==> config.mk <==
export PLATFORM = sky130hd
export DESIGN_NAME = esm_core
export DESIGN_NICKNAME = d
export VERILOG_FILES = /design/src/logic/esm_lcv_detect.v /design/src/logic/esm_core.v
export VERILOG_INCLUDE_DIRS = /design/src /design/src/inc
export SDC_FILE = /design/constraint.sdc
export NUM_CORES = 1
export LEC_CHECK = 0
export ABC_AREA = 1
export BUFFER_PORTS_ARGS = -buffer_cell sky130_fd_sc_hd__buf_2
export CAP_MARGIN = 30
export CORE_MARGIN = 2
export CORE_UTILIZATION = 45
export DETAILED_ROUTE_END_ITERATION = 12
export HOLD_SLACK_MARGIN = 0.12
export PLACE_DENSITY = 0.74
export RECOVER_POWER = 25
export SETUP_SLACK_MARGIN = 0.02
export SYNTH_ARGS = -nofsm -noshare
export SYNTH_HDL_FRONTEND = slang
export SYNTH_HIERARCHICAL = 1
export SYNTH_SLANG_ARGS = --single-unit
==> constraint.sdc <==
create_clock -name clk_i -period 12.46 [get_ports clk_i]
set_clock_uncertainty 0.15 [all_clocks]
set_input_delay 1.869 -clock clk_i [delete_from_list [all_inputs] [get_ports clk_i]]
set_output_delay 1.869 -clock clk_i [all_outputs]
set_load 0.01 [all_outputs]
==> src/inc/esm_map.vh <==
// Register map, bit positions, reset values and timing counts of the event status block
`ifndef ESM_MAP_VH
`define ESM_MAP_VH

// Byte offsets on the parallel control port
`define ESM_OFS_STATUS_ONE     8'h20
`define ESM_OFS_STATUS_TWO     8'h21
`define ESM_OFS_LCV_HIGH       8'h23
`define ESM_OFS_LCV_LOW        8'h24
`define ESM_OFS_MASK_TWO       8'h6f
`define ESM_OFS_MASK_ONE       8'h7f

// Bank one bit positions
`define ESM_B1_LOOP_UP         7
`define ESM_B1_LOOP_DOWN       6
`define ESM_B1_TX_CLK_LOST     5
`define ESM_B1_SLIP            4
`define ESM_B1_BLUE            3
`define ESM_B1_YELLOW          2
`define ESM_B1_CARRIER_LOSS    1
`define ESM_B1_SYNC_LOSS       0

// Bank two bit positions
`define ESM_B2_RX_MF           7
`define ESM_B2_TX_MF           6
`define ESM_B2_ONE_SEC         5
`define ESM_B2_RX_LINK_FULL    4
`define ESM_B2_TX_LINK_EMPTY   3
`define ESM_B2_RX_LINK_MATCH   2
`define ESM_B2_RX_LINK_ABORT   1
`define ESM_B2_RX_SIG_CHANGE   0

// Reset values
`define ESM_RST_MASK           8'h00
`define ESM_RST_STATUS         8'h00
`define ESM_RST_COUNT          16'h0000

// Timing, counted in recovered receive bit clocks
`define ESM_RX_BITS_PER_MS     1544
`define ESM_SEC_SHORT_MS       999
`define ESM_SEC_LONG_MS        1002
`define ESM_FAST_INTERVAL_MS   42
`define ESM_BLUE_WINDOW_MS     3
`define ESM_BLUE_SET_ZEROS     5
`define ESM_LINK_ABORT_ONES    8
`define ESM_ZERO_RUN_PLAIN     16
`define ESM_ZERO_RUN_B8ZS      8

`endif

==> src/logic/esm_lcv_detect.v <==
// Line code violation detector: bipolar violations, B8ZS words and excessive zeros
`timescale 1ns/100ps
`include "esm_map.vh"

module esm_lcv_detect (
  input  wire clk_i,
  input  wire rst_i,
  input  wire bit_en_i,
  input  wire pos_i,
  input  wire neg_i,
  input  wire b8zs_en_i,
  input  wire count_zeros_i,
  output reg  viol_o
);

  reg  [7:0] hist_pos_q;
  reg  [7:0] hist_neg_q;
  reg  [7:0] bpv_q;
  reg        last_pos_q;
  reg        mark_seen_q;
  reg  [4:0] zero_run_q;

  wire       mark      = pos_i ^ neg_i;
  wire       bpv_now   = mark & mark_seen_q & (pos_i == last_pos_q);
  wire [7:0] next_pos  = {hist_pos_q[6:0], pos_i & ~neg_i};
  wire [7:0] next_neg  = {hist_neg_q[6:0], neg_i & ~pos_i};
  wire [7:0] empty     = ~(next_pos | next_neg);
  // Pattern 000VB0VB, newest symbol at index 0
  wire       code_word = b8zs_en_i & empty[7] & empty[6] & empty[5] & empty[2] &
                         ((next_pos[4] & next_pos[0] & next_neg[3] & next_neg[1]) |
                          (next_neg[4] & next_neg[0] & next_pos[3] & next_pos[1]));
  // Violations are held eight symbols so a completed code word can withdraw its two V bits
  wire [7:0] next_bpv  = {bpv_q[6:0], bpv_now} & ~(code_word ? 8'h12 : 8'h00);
  wire [4:0] zero_lim  = b8zs_en_i ? 5'd`ESM_ZERO_RUN_B8ZS : 5'd`ESM_ZERO_RUN_PLAIN;
  wire [4:0] zero_inc  = zero_run_q + 5'h01;
  wire       zero_hit  = count_zeros_i & ~mark & (zero_inc == zero_lim);

  always @(posedge clk_i or posedge rst_i)
  begin
    if (rst_i)
    begin
      hist_pos_q  <= 8'h00;
      hist_neg_q  <= 8'h00;
      bpv_q       <= 8'h00;
      last_pos_q  <= 1'b0;
      mark_seen_q <= 1'b0;
      zero_run_q  <= 5'h00;
      viol_o      <= 1'b0;
    end
    else
    begin
      viol_o <= bit_en_i & (bpv_q[7] | zero_hit);
      if (bit_en_i)
      begin
        hist_pos_q <= next_pos;
        hist_neg_q <= next_neg;
        bpv_q      <= next_bpv;
        if (mark)
        begin
          last_pos_q  <= pos_i;
          mark_seen_q <= 1'b1;
          zero_run_q  <= 5'h00;
        end
        else if (zero_run_q != zero_lim)
          zero_run_q <= zero_inc;
      end
    end
  end

endmodule

==> src/logic/esm_core.v <==
// Event status banks, interrupt masks, one-second timer and line code violation counter
//
// Notes on behaviour
// Receive multiframe boundary sets its bank-two flag
// Transmit multiframe boundary sets its bank-two flag
// One-second flag spaced 999, 999, 1002 ms
// Full receive link byte sets buffer-full flag
// Transmit link buffer emptied sets its flag
// Received link byte matching either value flags
// Eight consecutive link ones set abort flag
// Any signaling bit change sets change flag
// Mask one bits gate bank-one interrupts, 1 enables
// Mask two bits gate bank-two interrupts, 1 enables
// Counters update each second, or every 42 ms
// Counters show previous interval; host reads in time
// Counters saturate at maximum, never wrap
// Violation counter 16 bits, high 0x23, low 0x24
// Count BPVs and zeros, skip B8ZS words
// Violation counter runs even during sync loss
// Blue alarm robust to errors, ignores framed ones
// Host should qualify blue alarm with sync loss
// Excess zeros are 16, or 8 with B8ZS
// Sync loss flag set while framer unsynchronized
// Interrupt high while any enabled flag set
`timescale 1ns/100ps
`include "esm_map.vh"

module esm_core #(
  parameter SIG_W        = 48,
  parameter SEC_W        = 21,
  parameter SEC_SHORT    = `ESM_SEC_SHORT_MS * `ESM_RX_BITS_PER_MS,
  parameter SEC_LONG     = `ESM_SEC_LONG_MS * `ESM_RX_BITS_PER_MS,
  parameter FAST_W       = 17,
  parameter FAST_BITS    = `ESM_FAST_INTERVAL_MS * `ESM_RX_BITS_PER_MS,
  parameter BLUE_W       = 13,
  parameter BLUE_BITS    = `ESM_BLUE_WINDOW_MS * `ESM_RX_BITS_PER_MS
) (
  input  wire             clk_i,
  input  wire             rst_i,
  input  wire [7:0]       addr_i,
  input  wire [7:0]       wdata_i,
  input  wire             wr_i,
  input  wire             rd_i,
  output wire [7:0]       rdata_o,
  input  wire             rx_bit_en_i,
  input  wire             rx_pos_i,
  input  wire             rx_neg_i,
  input  wire             b8zs_en_i,
  input  wire             count_zeros_i,
  input  wire             interval_42ms_i,
  input  wire             rx_multiframe_i,
  input  wire             tx_multiframe_i,
  input  wire             rx_link_bit_en_i,
  input  wire             rx_link_bit_i,
  input  wire [7:0]       link_match_value_one_i,
  input  wire [7:0]       link_match_value_two_i,
  input  wire             tx_link_empty_i,
  input  wire             rx_sig_valid_i,
  input  wire [SIG_W-1:0] rx_sig_bits_i,
  input  wire             loop_up_detected_i,
  input  wire             loop_down_detected_i,
  input  wire             tx_clock_lost_i,
  input  wire             rx_slip_i,
  input  wire             rx_yellow_alarm_i,
  input  wire             line_carrier_loss_i,
  input  wire             rx_sync_loss_i,
  output wire             rx_blue_alarm_o,
  output wire             one_second_tick_o,
  output wire             int_o
);

  localparam [SEC_W-1:0]  SEC_SHORT_END = SEC_SHORT - 1;
  localparam [SEC_W-1:0]  SEC_LONG_END  = SEC_LONG - 1;
  localparam [FAST_W-1:0] FAST_END      = FAST_BITS - 1;
  localparam [BLUE_W-1:0] BLUE_END      = BLUE_BITS - 1;
  localparam [1:0]        PH_FIRST      = 2'd0;
  localparam [1:0]        PH_SECOND     = 2'd1;
  localparam [1:0]        PH_LONG       = 2'd2;

  reg  [7:0]        mask_one_q;
  reg  [7:0]        mask_two_q;
  reg  [15:0]       flag_q;
  reg  [7:0]        rdata_q;
  reg  [7:0]        rdata_d;
  reg               int_q;
  reg  [SEC_W-1:0]  sec_cnt_q;
  reg  [1:0]        sec_phase_q;
  reg               sec_tick_q;
  reg  [FAST_W-1:0] fast_cnt_q;
  reg  [BLUE_W-1:0] blue_cnt_q;
  reg  [2:0]        blue_zeros_q;
  reg               blue_q;
  reg  [7:0]        link_shift_q;
  reg  [2:0]        link_bits_q;
  reg  [3:0]        link_ones_q;
  reg               link_full_q;
  reg               link_match_q;
  reg               link_abort_q;
  reg  [SIG_W-1:0]  sig_prev_q;
  reg               sig_seen_q;
  reg               sig_change_q;
  reg  [15:0]       lcv_acc_q;
  reg  [15:0]       lcv_q;

  wire              lcv_viol;
  wire [15:0]       flag_set;
  wire [15:0]       flag_clr;
  wire              rd_one = rd_i & (addr_i == `ESM_OFS_STATUS_ONE);
  wire              rd_two = rd_i & (addr_i == `ESM_OFS_STATUS_TWO);
  wire              wr_m1  = wr_i & (addr_i == `ESM_OFS_MASK_ONE);
  wire              wr_m2  = wr_i & (addr_i == `ESM_OFS_MASK_TWO);

  // One-second timer on the recovered receive clock
  wire [SEC_W-1:0]  sec_end  = (sec_phase_q == PH_LONG) ? SEC_LONG_END : SEC_SHORT_END;
  wire              sec_tick = rx_bit_en_i & (sec_cnt_q == sec_end);
  wire              fast_tick = rx_bit_en_i & (fast_cnt_q == FAST_END);
  wire              update    = interval_42ms_i ? fast_tick : sec_tick;

  always @(posedge clk_i or posedge rst_i)
  begin
    if (rst_i)
    begin
      sec_cnt_q   <= {SEC_W{1'b0}};
      sec_phase_q <= PH_FIRST;
      sec_tick_q  <= 1'b0;
      fast_cnt_q  <= {FAST_W{1'b0}};
    end
    else
    begin
      sec_tick_q <= sec_tick;
      if (rx_bit_en_i)
      begin
        fast_cnt_q <= fast_tick ? {FAST_W{1'b0}} : fast_cnt_q + 1'b1;
        if (sec_tick)
        begin
          sec_cnt_q <= {SEC_W{1'b0}};
          case (sec_phase_q)
            PH_FIRST:  sec_phase_q <= PH_SECOND;
            PH_SECOND: sec_phase_q <= PH_LONG;
            default:   sec_phase_q <= PH_FIRST;
          endcase
        end
        else
          sec_cnt_q <= sec_cnt_q + 1'b1;
      end
    end
  end

  // Blue alarm: few zeros over a 3 ms window; framing bits of an all-ones
  // framed signal give far more zeros than the set threshold
  wire       rx_zero       = ~(rx_pos_i | rx_neg_i);
  wire [2:0] blue_zeros_n  = (rx_zero && blue_zeros_q != 3'h7) ?
                             blue_zeros_q + 3'h1 : blue_zeros_q;
  wire       blue_win_end  = rx_bit_en_i & (blue_cnt_q == BLUE_END);

  always @(posedge clk_i or posedge rst_i)
  begin
    if (rst_i)
    begin
      blue_cnt_q   <= {BLUE_W{1'b0}};
      blue_zeros_q <= 3'h0;
      blue_q       <= 1'b0;
    end
    else if (rx_bit_en_i)
    begin
      if (blue_win_end)
      begin
        blue_cnt_q   <= {BLUE_W{1'b0}};
        blue_zeros_q <= 3'h0;
        blue_q       <= (blue_zeros_n <= 3'd`ESM_BLUE_SET_ZEROS);
      end
      else
      begin
        blue_cnt_q   <= blue_cnt_q + 1'b1;
        blue_zeros_q <= blue_zeros_n;
      end
    end
  end

  // Receive data link byte assembly, match and abort detection
  wire [7:0] link_byte = {link_shift_q[6:0], rx_link_bit_i};
  wire       link_done = rx_link_bit_en_i & (link_bits_q == 3'h7);

  always @(posedge clk_i or posedge rst_i)
  begin
    if (rst_i)
    begin
      link_shift_q <= 8'h00;
      link_bits_q  <= 3'h0;
      link_ones_q  <= 4'h0;
      link_full_q  <= 1'b0;
      link_match_q <= 1'b0;
      link_abort_q <= 1'b0;
    end
    else
    begin
      link_full_q  <= link_done;
      link_match_q <= link_done & ((link_byte == link_match_value_one_i) |
                                   (link_byte == link_match_value_two_i));
      link_abort_q <= rx_link_bit_en_i & rx_link_bit_i &
                      (link_ones_q == 4'd`ESM_LINK_ABORT_ONES - 4'd1);
      if (rx_link_bit_en_i)
      begin
        link_shift_q <= link_byte;
        link_bits_q  <= link_bits_q + 3'h1;
        if (!rx_link_bit_i)
          link_ones_q <= 4'h0;
        else if (link_ones_q != 4'd`ESM_LINK_ABORT_ONES)
          link_ones_q <= link_ones_q + 4'h1;
      end
    end
  end

  // Signaling change; the first sample after reset only primes the history
  always @(posedge clk_i or posedge rst_i)
  begin
    if (rst_i)
    begin
      sig_prev_q   <= {SIG_W{1'b0}};
      sig_seen_q   <= 1'b0;
      sig_change_q <= 1'b0;
    end
    else
    begin
      sig_change_q <= rx_sig_valid_i & sig_seen_q & (rx_sig_bits_i != sig_prev_q);
      if (rx_sig_valid_i)
      begin
        sig_prev_q <= rx_sig_bits_i;
        sig_seen_q <= 1'b1;
      end
    end
  end

  // Line code violations, never gated by sync loss
  esm_lcv_detect u_lcv (
    .clk_i         (clk_i),
    .rst_i         (rst_i),
    .bit_en_i      (rx_bit_en_i),
    .pos_i         (rx_pos_i),
    .neg_i         (rx_neg_i),
    .b8zs_en_i     (b8zs_en_i),
    .count_zeros_i (count_zeros_i),
    .viol_o        (lcv_viol)
  );

  wire [15:0] lcv_next = (lcv_viol && lcv_acc_q != 16'hffff) ? lcv_acc_q + 16'h0001
                                                             : lcv_acc_q;

  always @(posedge clk_i or posedge rst_i)
  begin
    if (rst_i)
    begin
      lcv_acc_q <= `ESM_RST_COUNT;
      lcv_q     <= `ESM_RST_COUNT;
    end
    else if (update)
    begin
      // Snapshot is replaced every interval, unread data is lost
      lcv_q     <= lcv_next;
      lcv_acc_q <= `ESM_RST_COUNT;
    end
    else
      lcv_acc_q <= lcv_next;
  end

  // Sticky flags, cleared by reading their bank; a set in the read cycle wins
  assign flag_set[`ESM_B1_LOOP_UP]            = loop_up_detected_i;
  assign flag_set[`ESM_B1_LOOP_DOWN]          = loop_down_detected_i;
  assign flag_set[`ESM_B1_TX_CLK_LOST]        = tx_clock_lost_i;
  assign flag_set[`ESM_B1_SLIP]               = rx_slip_i;
  assign flag_set[`ESM_B1_BLUE]               = blue_q;
  assign flag_set[`ESM_B1_YELLOW]             = rx_yellow_alarm_i;
  assign flag_set[`ESM_B1_CARRIER_LOSS]       = line_carrier_loss_i;
  assign flag_set[`ESM_B1_SYNC_LOSS]          = rx_sync_loss_i;
  assign flag_set[8+`ESM_B2_RX_MF]            = rx_multiframe_i;
  assign flag_set[8+`ESM_B2_TX_MF]            = tx_multiframe_i;
  assign flag_set[8+`ESM_B2_ONE_SEC]          = sec_tick_q;
  assign flag_set[8+`ESM_B2_RX_LINK_FULL]     = link_full_q;
  assign flag_set[8+`ESM_B2_TX_LINK_EMPTY]    = tx_link_empty_i;
  assign flag_set[8+`ESM_B2_RX_LINK_MATCH]    = link_match_q;
  assign flag_set[8+`ESM_B2_RX_LINK_ABORT]    = link_abort_q;
  assign flag_set[8+`ESM_B2_RX_SIG_CHANGE]    = sig_change_q;
  assign flag_clr = {{8{rd_two}}, {8{rd_one}}};

  genvar gi;
  generate
    for (gi = 0; gi < 16; gi = gi + 1)
    begin : g_flag
      always @(posedge clk_i or posedge rst_i)
      begin
        if (rst_i)
          flag_q[gi] <= 1'b0;
        else
          flag_q[gi] <= (flag_q[gi] & ~flag_clr[gi]) | flag_set[gi];
      end
    end
  endgenerate

  // Registers: masks, read data, interrupt
  always @*
  begin
    rdata_d = 8'h00;
    if (addr_i == `ESM_OFS_STATUS_ONE)
      rdata_d = flag_q[7:0];
    else if (addr_i == `ESM_OFS_STATUS_TWO)
      rdata_d = flag_q[15:8];
    else if (addr_i == `ESM_OFS_LCV_HIGH)
      rdata_d = lcv_q[15:8];
    else if (addr_i == `ESM_OFS_LCV_LOW)
      rdata_d = lcv_q[7:0];
    else if (addr_i == `ESM_OFS_MASK_TWO)
      rdata_d = mask_two_q;
    else if (addr_i == `ESM_OFS_MASK_ONE)
      rdata_d = mask_one_q;
  end

  always @(posedge clk_i or posedge rst_i)
  begin
    if (rst_i)
    begin
      mask_one_q <= `ESM_RST_MASK;
      mask_two_q <= `ESM_RST_MASK;
      rdata_q    <= 8'h00;
      int_q      <= 1'b0;
    end
    else
    begin
      if (wr_m1)
        mask_one_q <= wdata_i;
      if (wr_m2)
        mask_two_q <= wdata_i;
      if (rd_i)
        rdata_q <= rdata_d;
      // Mask bit 1 passes its flag to the interrupt line
      int_q <= (|(flag_q[7:0] & mask_one_q)) | (|(flag_q[15:8] & mask_two_q));
    end
  end

  assign rdata_o           = rdata_q;
  assign int_o             = int_q;
  assign rx_blue_alarm_o   = blue_q;
  assign one_second_tick_o = sec_tick_q;

endmodule

==> results.txt <==
Status: complete, no violations
Synthesized-area fraction occupied by xor and xnor cells: 5.37%
WHS: 0.285 ns
Number of fillers in the final layout: 2,420
Root Buffer: clkbuf_16
Worst-margin pin slew: 0.948 ns
Syn Inst Count: 1,585
Vias per cell: 4.97
Synth unique cells: 46
Number of global-route vias before repair: 10,100
Synthesis-to-layout area growth: 14.3%
Gpl congestion: 0.891
CTS resizes: 0
Cell Count, Final, Fillers Out: 2,050
Initial detailed-routing violation count: 631
Sequential cell area fraction in the yosys report: 47.2%
Boundary Pins: 114
Min setup slack post-route: 8.87 ns
Final period util: 28.8%
Worst IR Drop VDD: 0.125 mV
Routed WL: 26.6 mm
RSZ-0062 raised after global routing: no
Synth Area in Simple Gates: 30.7%
Crit Path Max Fanout: 56
Via count: 10,200
DR WL/cell: 13.0 um
First-pass DRT Iterations: 5
Longest Clk Path Bufs: 3
Complex-gate fraction of the synthesized area: 6.71%
Clock transition at path regs: 0.06 ns
Row count: 59
# setup viols final: 0
Hold Path Stages: 1
EDFF count, synth: 0
Grt ovf: 0
Post-synthesis adder-cell area fraction: 1.55%
Post-CTS setup buffers: 0
Crit path largest cell delay: 0.47 ns
Max-cap violation count: 0
IO buf count: 113
Yosys reg bits: 228
HP Class: flop to flop
Die height: 168 um
Initial antenna violation count: 0
Placed cells: 2,002
GRT Util Overall: 19.1%
Synth warn: 6
Dpl hpwl: 19.0 mm
CTS tree: yes
Hold_buf cts: 0
Max stage delay cell, worst path: nand2_4
FFs w/ async S/R, synth: 100%
N_diodes: 0
Sequential cell area: 5710 um^2
Most common cell on crit path: nand2_1
Post-layout util: 52.7%
Power Density: 149 nW/um^2
Type of the worst setup path: input port to flop
Largest family of logic cells by synthesized area: simple AND/OR/NAND/NOR gates
H-tree depth: 1
Most frequent cells in the layout: 558 x nand2_1, 228 x dfrtp_1, 203 x inv_1
DRC Markers: 0
Mapped cell area: 12,100 um^2
Setup TNS: 0 ns
Post-route ant nets: 0
Slew HR: 36.8%
Arr. time, crit path: 3.92 ns
Post-synthesis mux area share: 0.186%
Synth Flop Type: dfrtp_1
Worst-Skew Late Latency: 0.54 ns
Worst Reg-to-Reg Cells: 9
Core Region: 26,200 um^2
First-pass GRT wire length: 45.7 mm
Worst-path cell chain: buf_2, buf_4, nand2_1, inv_1, nand3_1, nor2_2, nand4_2, nand2_4, nand2_1, nand2_1
CTS Buf Count: 26
Nets: 1,814
DIE WIDTH: 168 um
Most common cell after layout, fill and taps aside: nand2_1
Multi-input logic area: 5380 um^2
Largest net degree at the start of global routing: 135
Pleak: 7.38 nW
Crit path launch type: input port
Clock Sinks: 228
Post-synth net total: 1,703
Die area: 28,200 um^2
Slew Limit Fails: 0
Place WS: 8.33 ns
Initial Util: 46.1%
Fin crit period: 3.59 ns
Worst Setup End Kind: flop
Syn Area/Cell: 7.62 um^2
Req. time, crit path: 12.79 ns
Share of layout cells above drive strength 1: 11.5%
Max Fclk: 0.279 GHz
Endpoints failing hold: 0
[cells by family (layout without fill, tap and decap cells)]
| group | Yosys count | count (layout) |
|---|---|---|
| AND/OR/NAND/NOR | 873 | 873 |
| flip-flops | 228 | 228 |
| AO/OA/AOI/OAI | 147 | 147 |
| multiplexers | 2 | 2 |
| adder cells (fa/ha/maj) | 15 | 15 |
| buffers and inverters | 246 | 376 |
| XOR/XNOR | 74 | 74 |
[through the flow]
step | area (um^2) | power, mW
floorplan | 12100 | 1.19
global placement | 12900 | 1.27
detailed placement | 12900 | 1.29
CTS | 13800 | 2.08
global route | 13800 | 2.18
finish | 13800 | 2.06
[final timing paths]
| kind | slack, ns | start | end |
|---|---|---|---|
| worst min-delay path | 0.29 | link_abort_q | flag_q[9] |
| min in group asynchronous | 1.10 | rst_i | fast_cnt_q[16] |
| worst max-delay path | 8.87 | rx_bit_en_i | lcv_q[13] |
| worst min register to register | 0.29 | link_abort_q | flag_q[9] |
| worst max register to register | 10.14 | sec_cnt_q[1] | lcv_q[13] |
| max in group asynchronous | 9.35 | rst_i | link_ones_q[2] |
[worst max-delay path: cells and delay by family]
family / cells / cell delay [ns]
buffers and inverters: 3 / 0.63
AND/OR/NAND/NOR: 7 / 1.38
[power breakdown]
| part | switching (mW) | total [mW] | internal (mW) | leakage (nW) |
|---|---|---|---|---|
| clock network | 0.309 | 0.779 | 0.471 | 0.431 |
| registers | 0.0920 | 0.930 | 0.838 | 2.76 |
| logic | 0.206 | 0.346 | 0.140 | 4.19 |
[synthesized netlist by cell type, types with 4 or more instances]
cell	instances	share of area, %
nor3_1	25	1.0
inv_1	204	6.3
nand2_1	558	17
ha_1	15	1.6
nor2_1	122	3.8
or2_2	12	0.62
o21ai_0	77	3.2
buf_2	7	0.29
a21oi_1	34	1.4
nor2_4	4	0.37
nand2_4	4	0.37
o21bai_1	17	1.1
o22ai_1	5	0.26
clkbuf_1	18	0.56
nor2b_1	4	0.21
xnor2_1	42	3.0
nand3_1	88	3.6
xor2_1	32	2.3
nand3b_1	4	0.25
dfrtp_1	228	47
buf_6	6	0.56
buf_4	4	0.25
inv_2	5	0.16
nand4_1	34	1.8
[area by class of cell]
cell class | instances | area share, %
inverters | 211 | 5.78
multi-input cells | 1111 | 39.0
clock buffers | 34 | 5.22
clock inverters | 13 | 1.19
well taps | 335 | 3.04
flip-flops and latches | 228 | 41.3
repair buffers | 118 | 4.47
[metal layers]
metal  track usage (%)  part of all wire (%)  up-vias
met1              25.7                    45     4777
met3              2.59                   4.3       46
met5                 0                     0        -
met4              4.88                   2.0        0
met2              32.8                    49      206
li1                  -                     -     5167
[sequential cells by signal, summed over array words and instances (netlist names), 8 cells and up]
| name | flops |
|---|---|
| blue_cnt_q | 13 |
| mask_one_q | 8 |
| lcv_q | 16 |
| fast_cnt_q | 17 |
| rdata_o | 8 |
| mask_two_q | 8 |
| flag_q | 16 |
| sig_prev_q | 48 |
| lcv_acc_q | 16 |
| sec_cnt_q | 21 |
| u_lcv/bpv_q | 8 |
No activity file was read; power rests on OpenSTA's default activity.
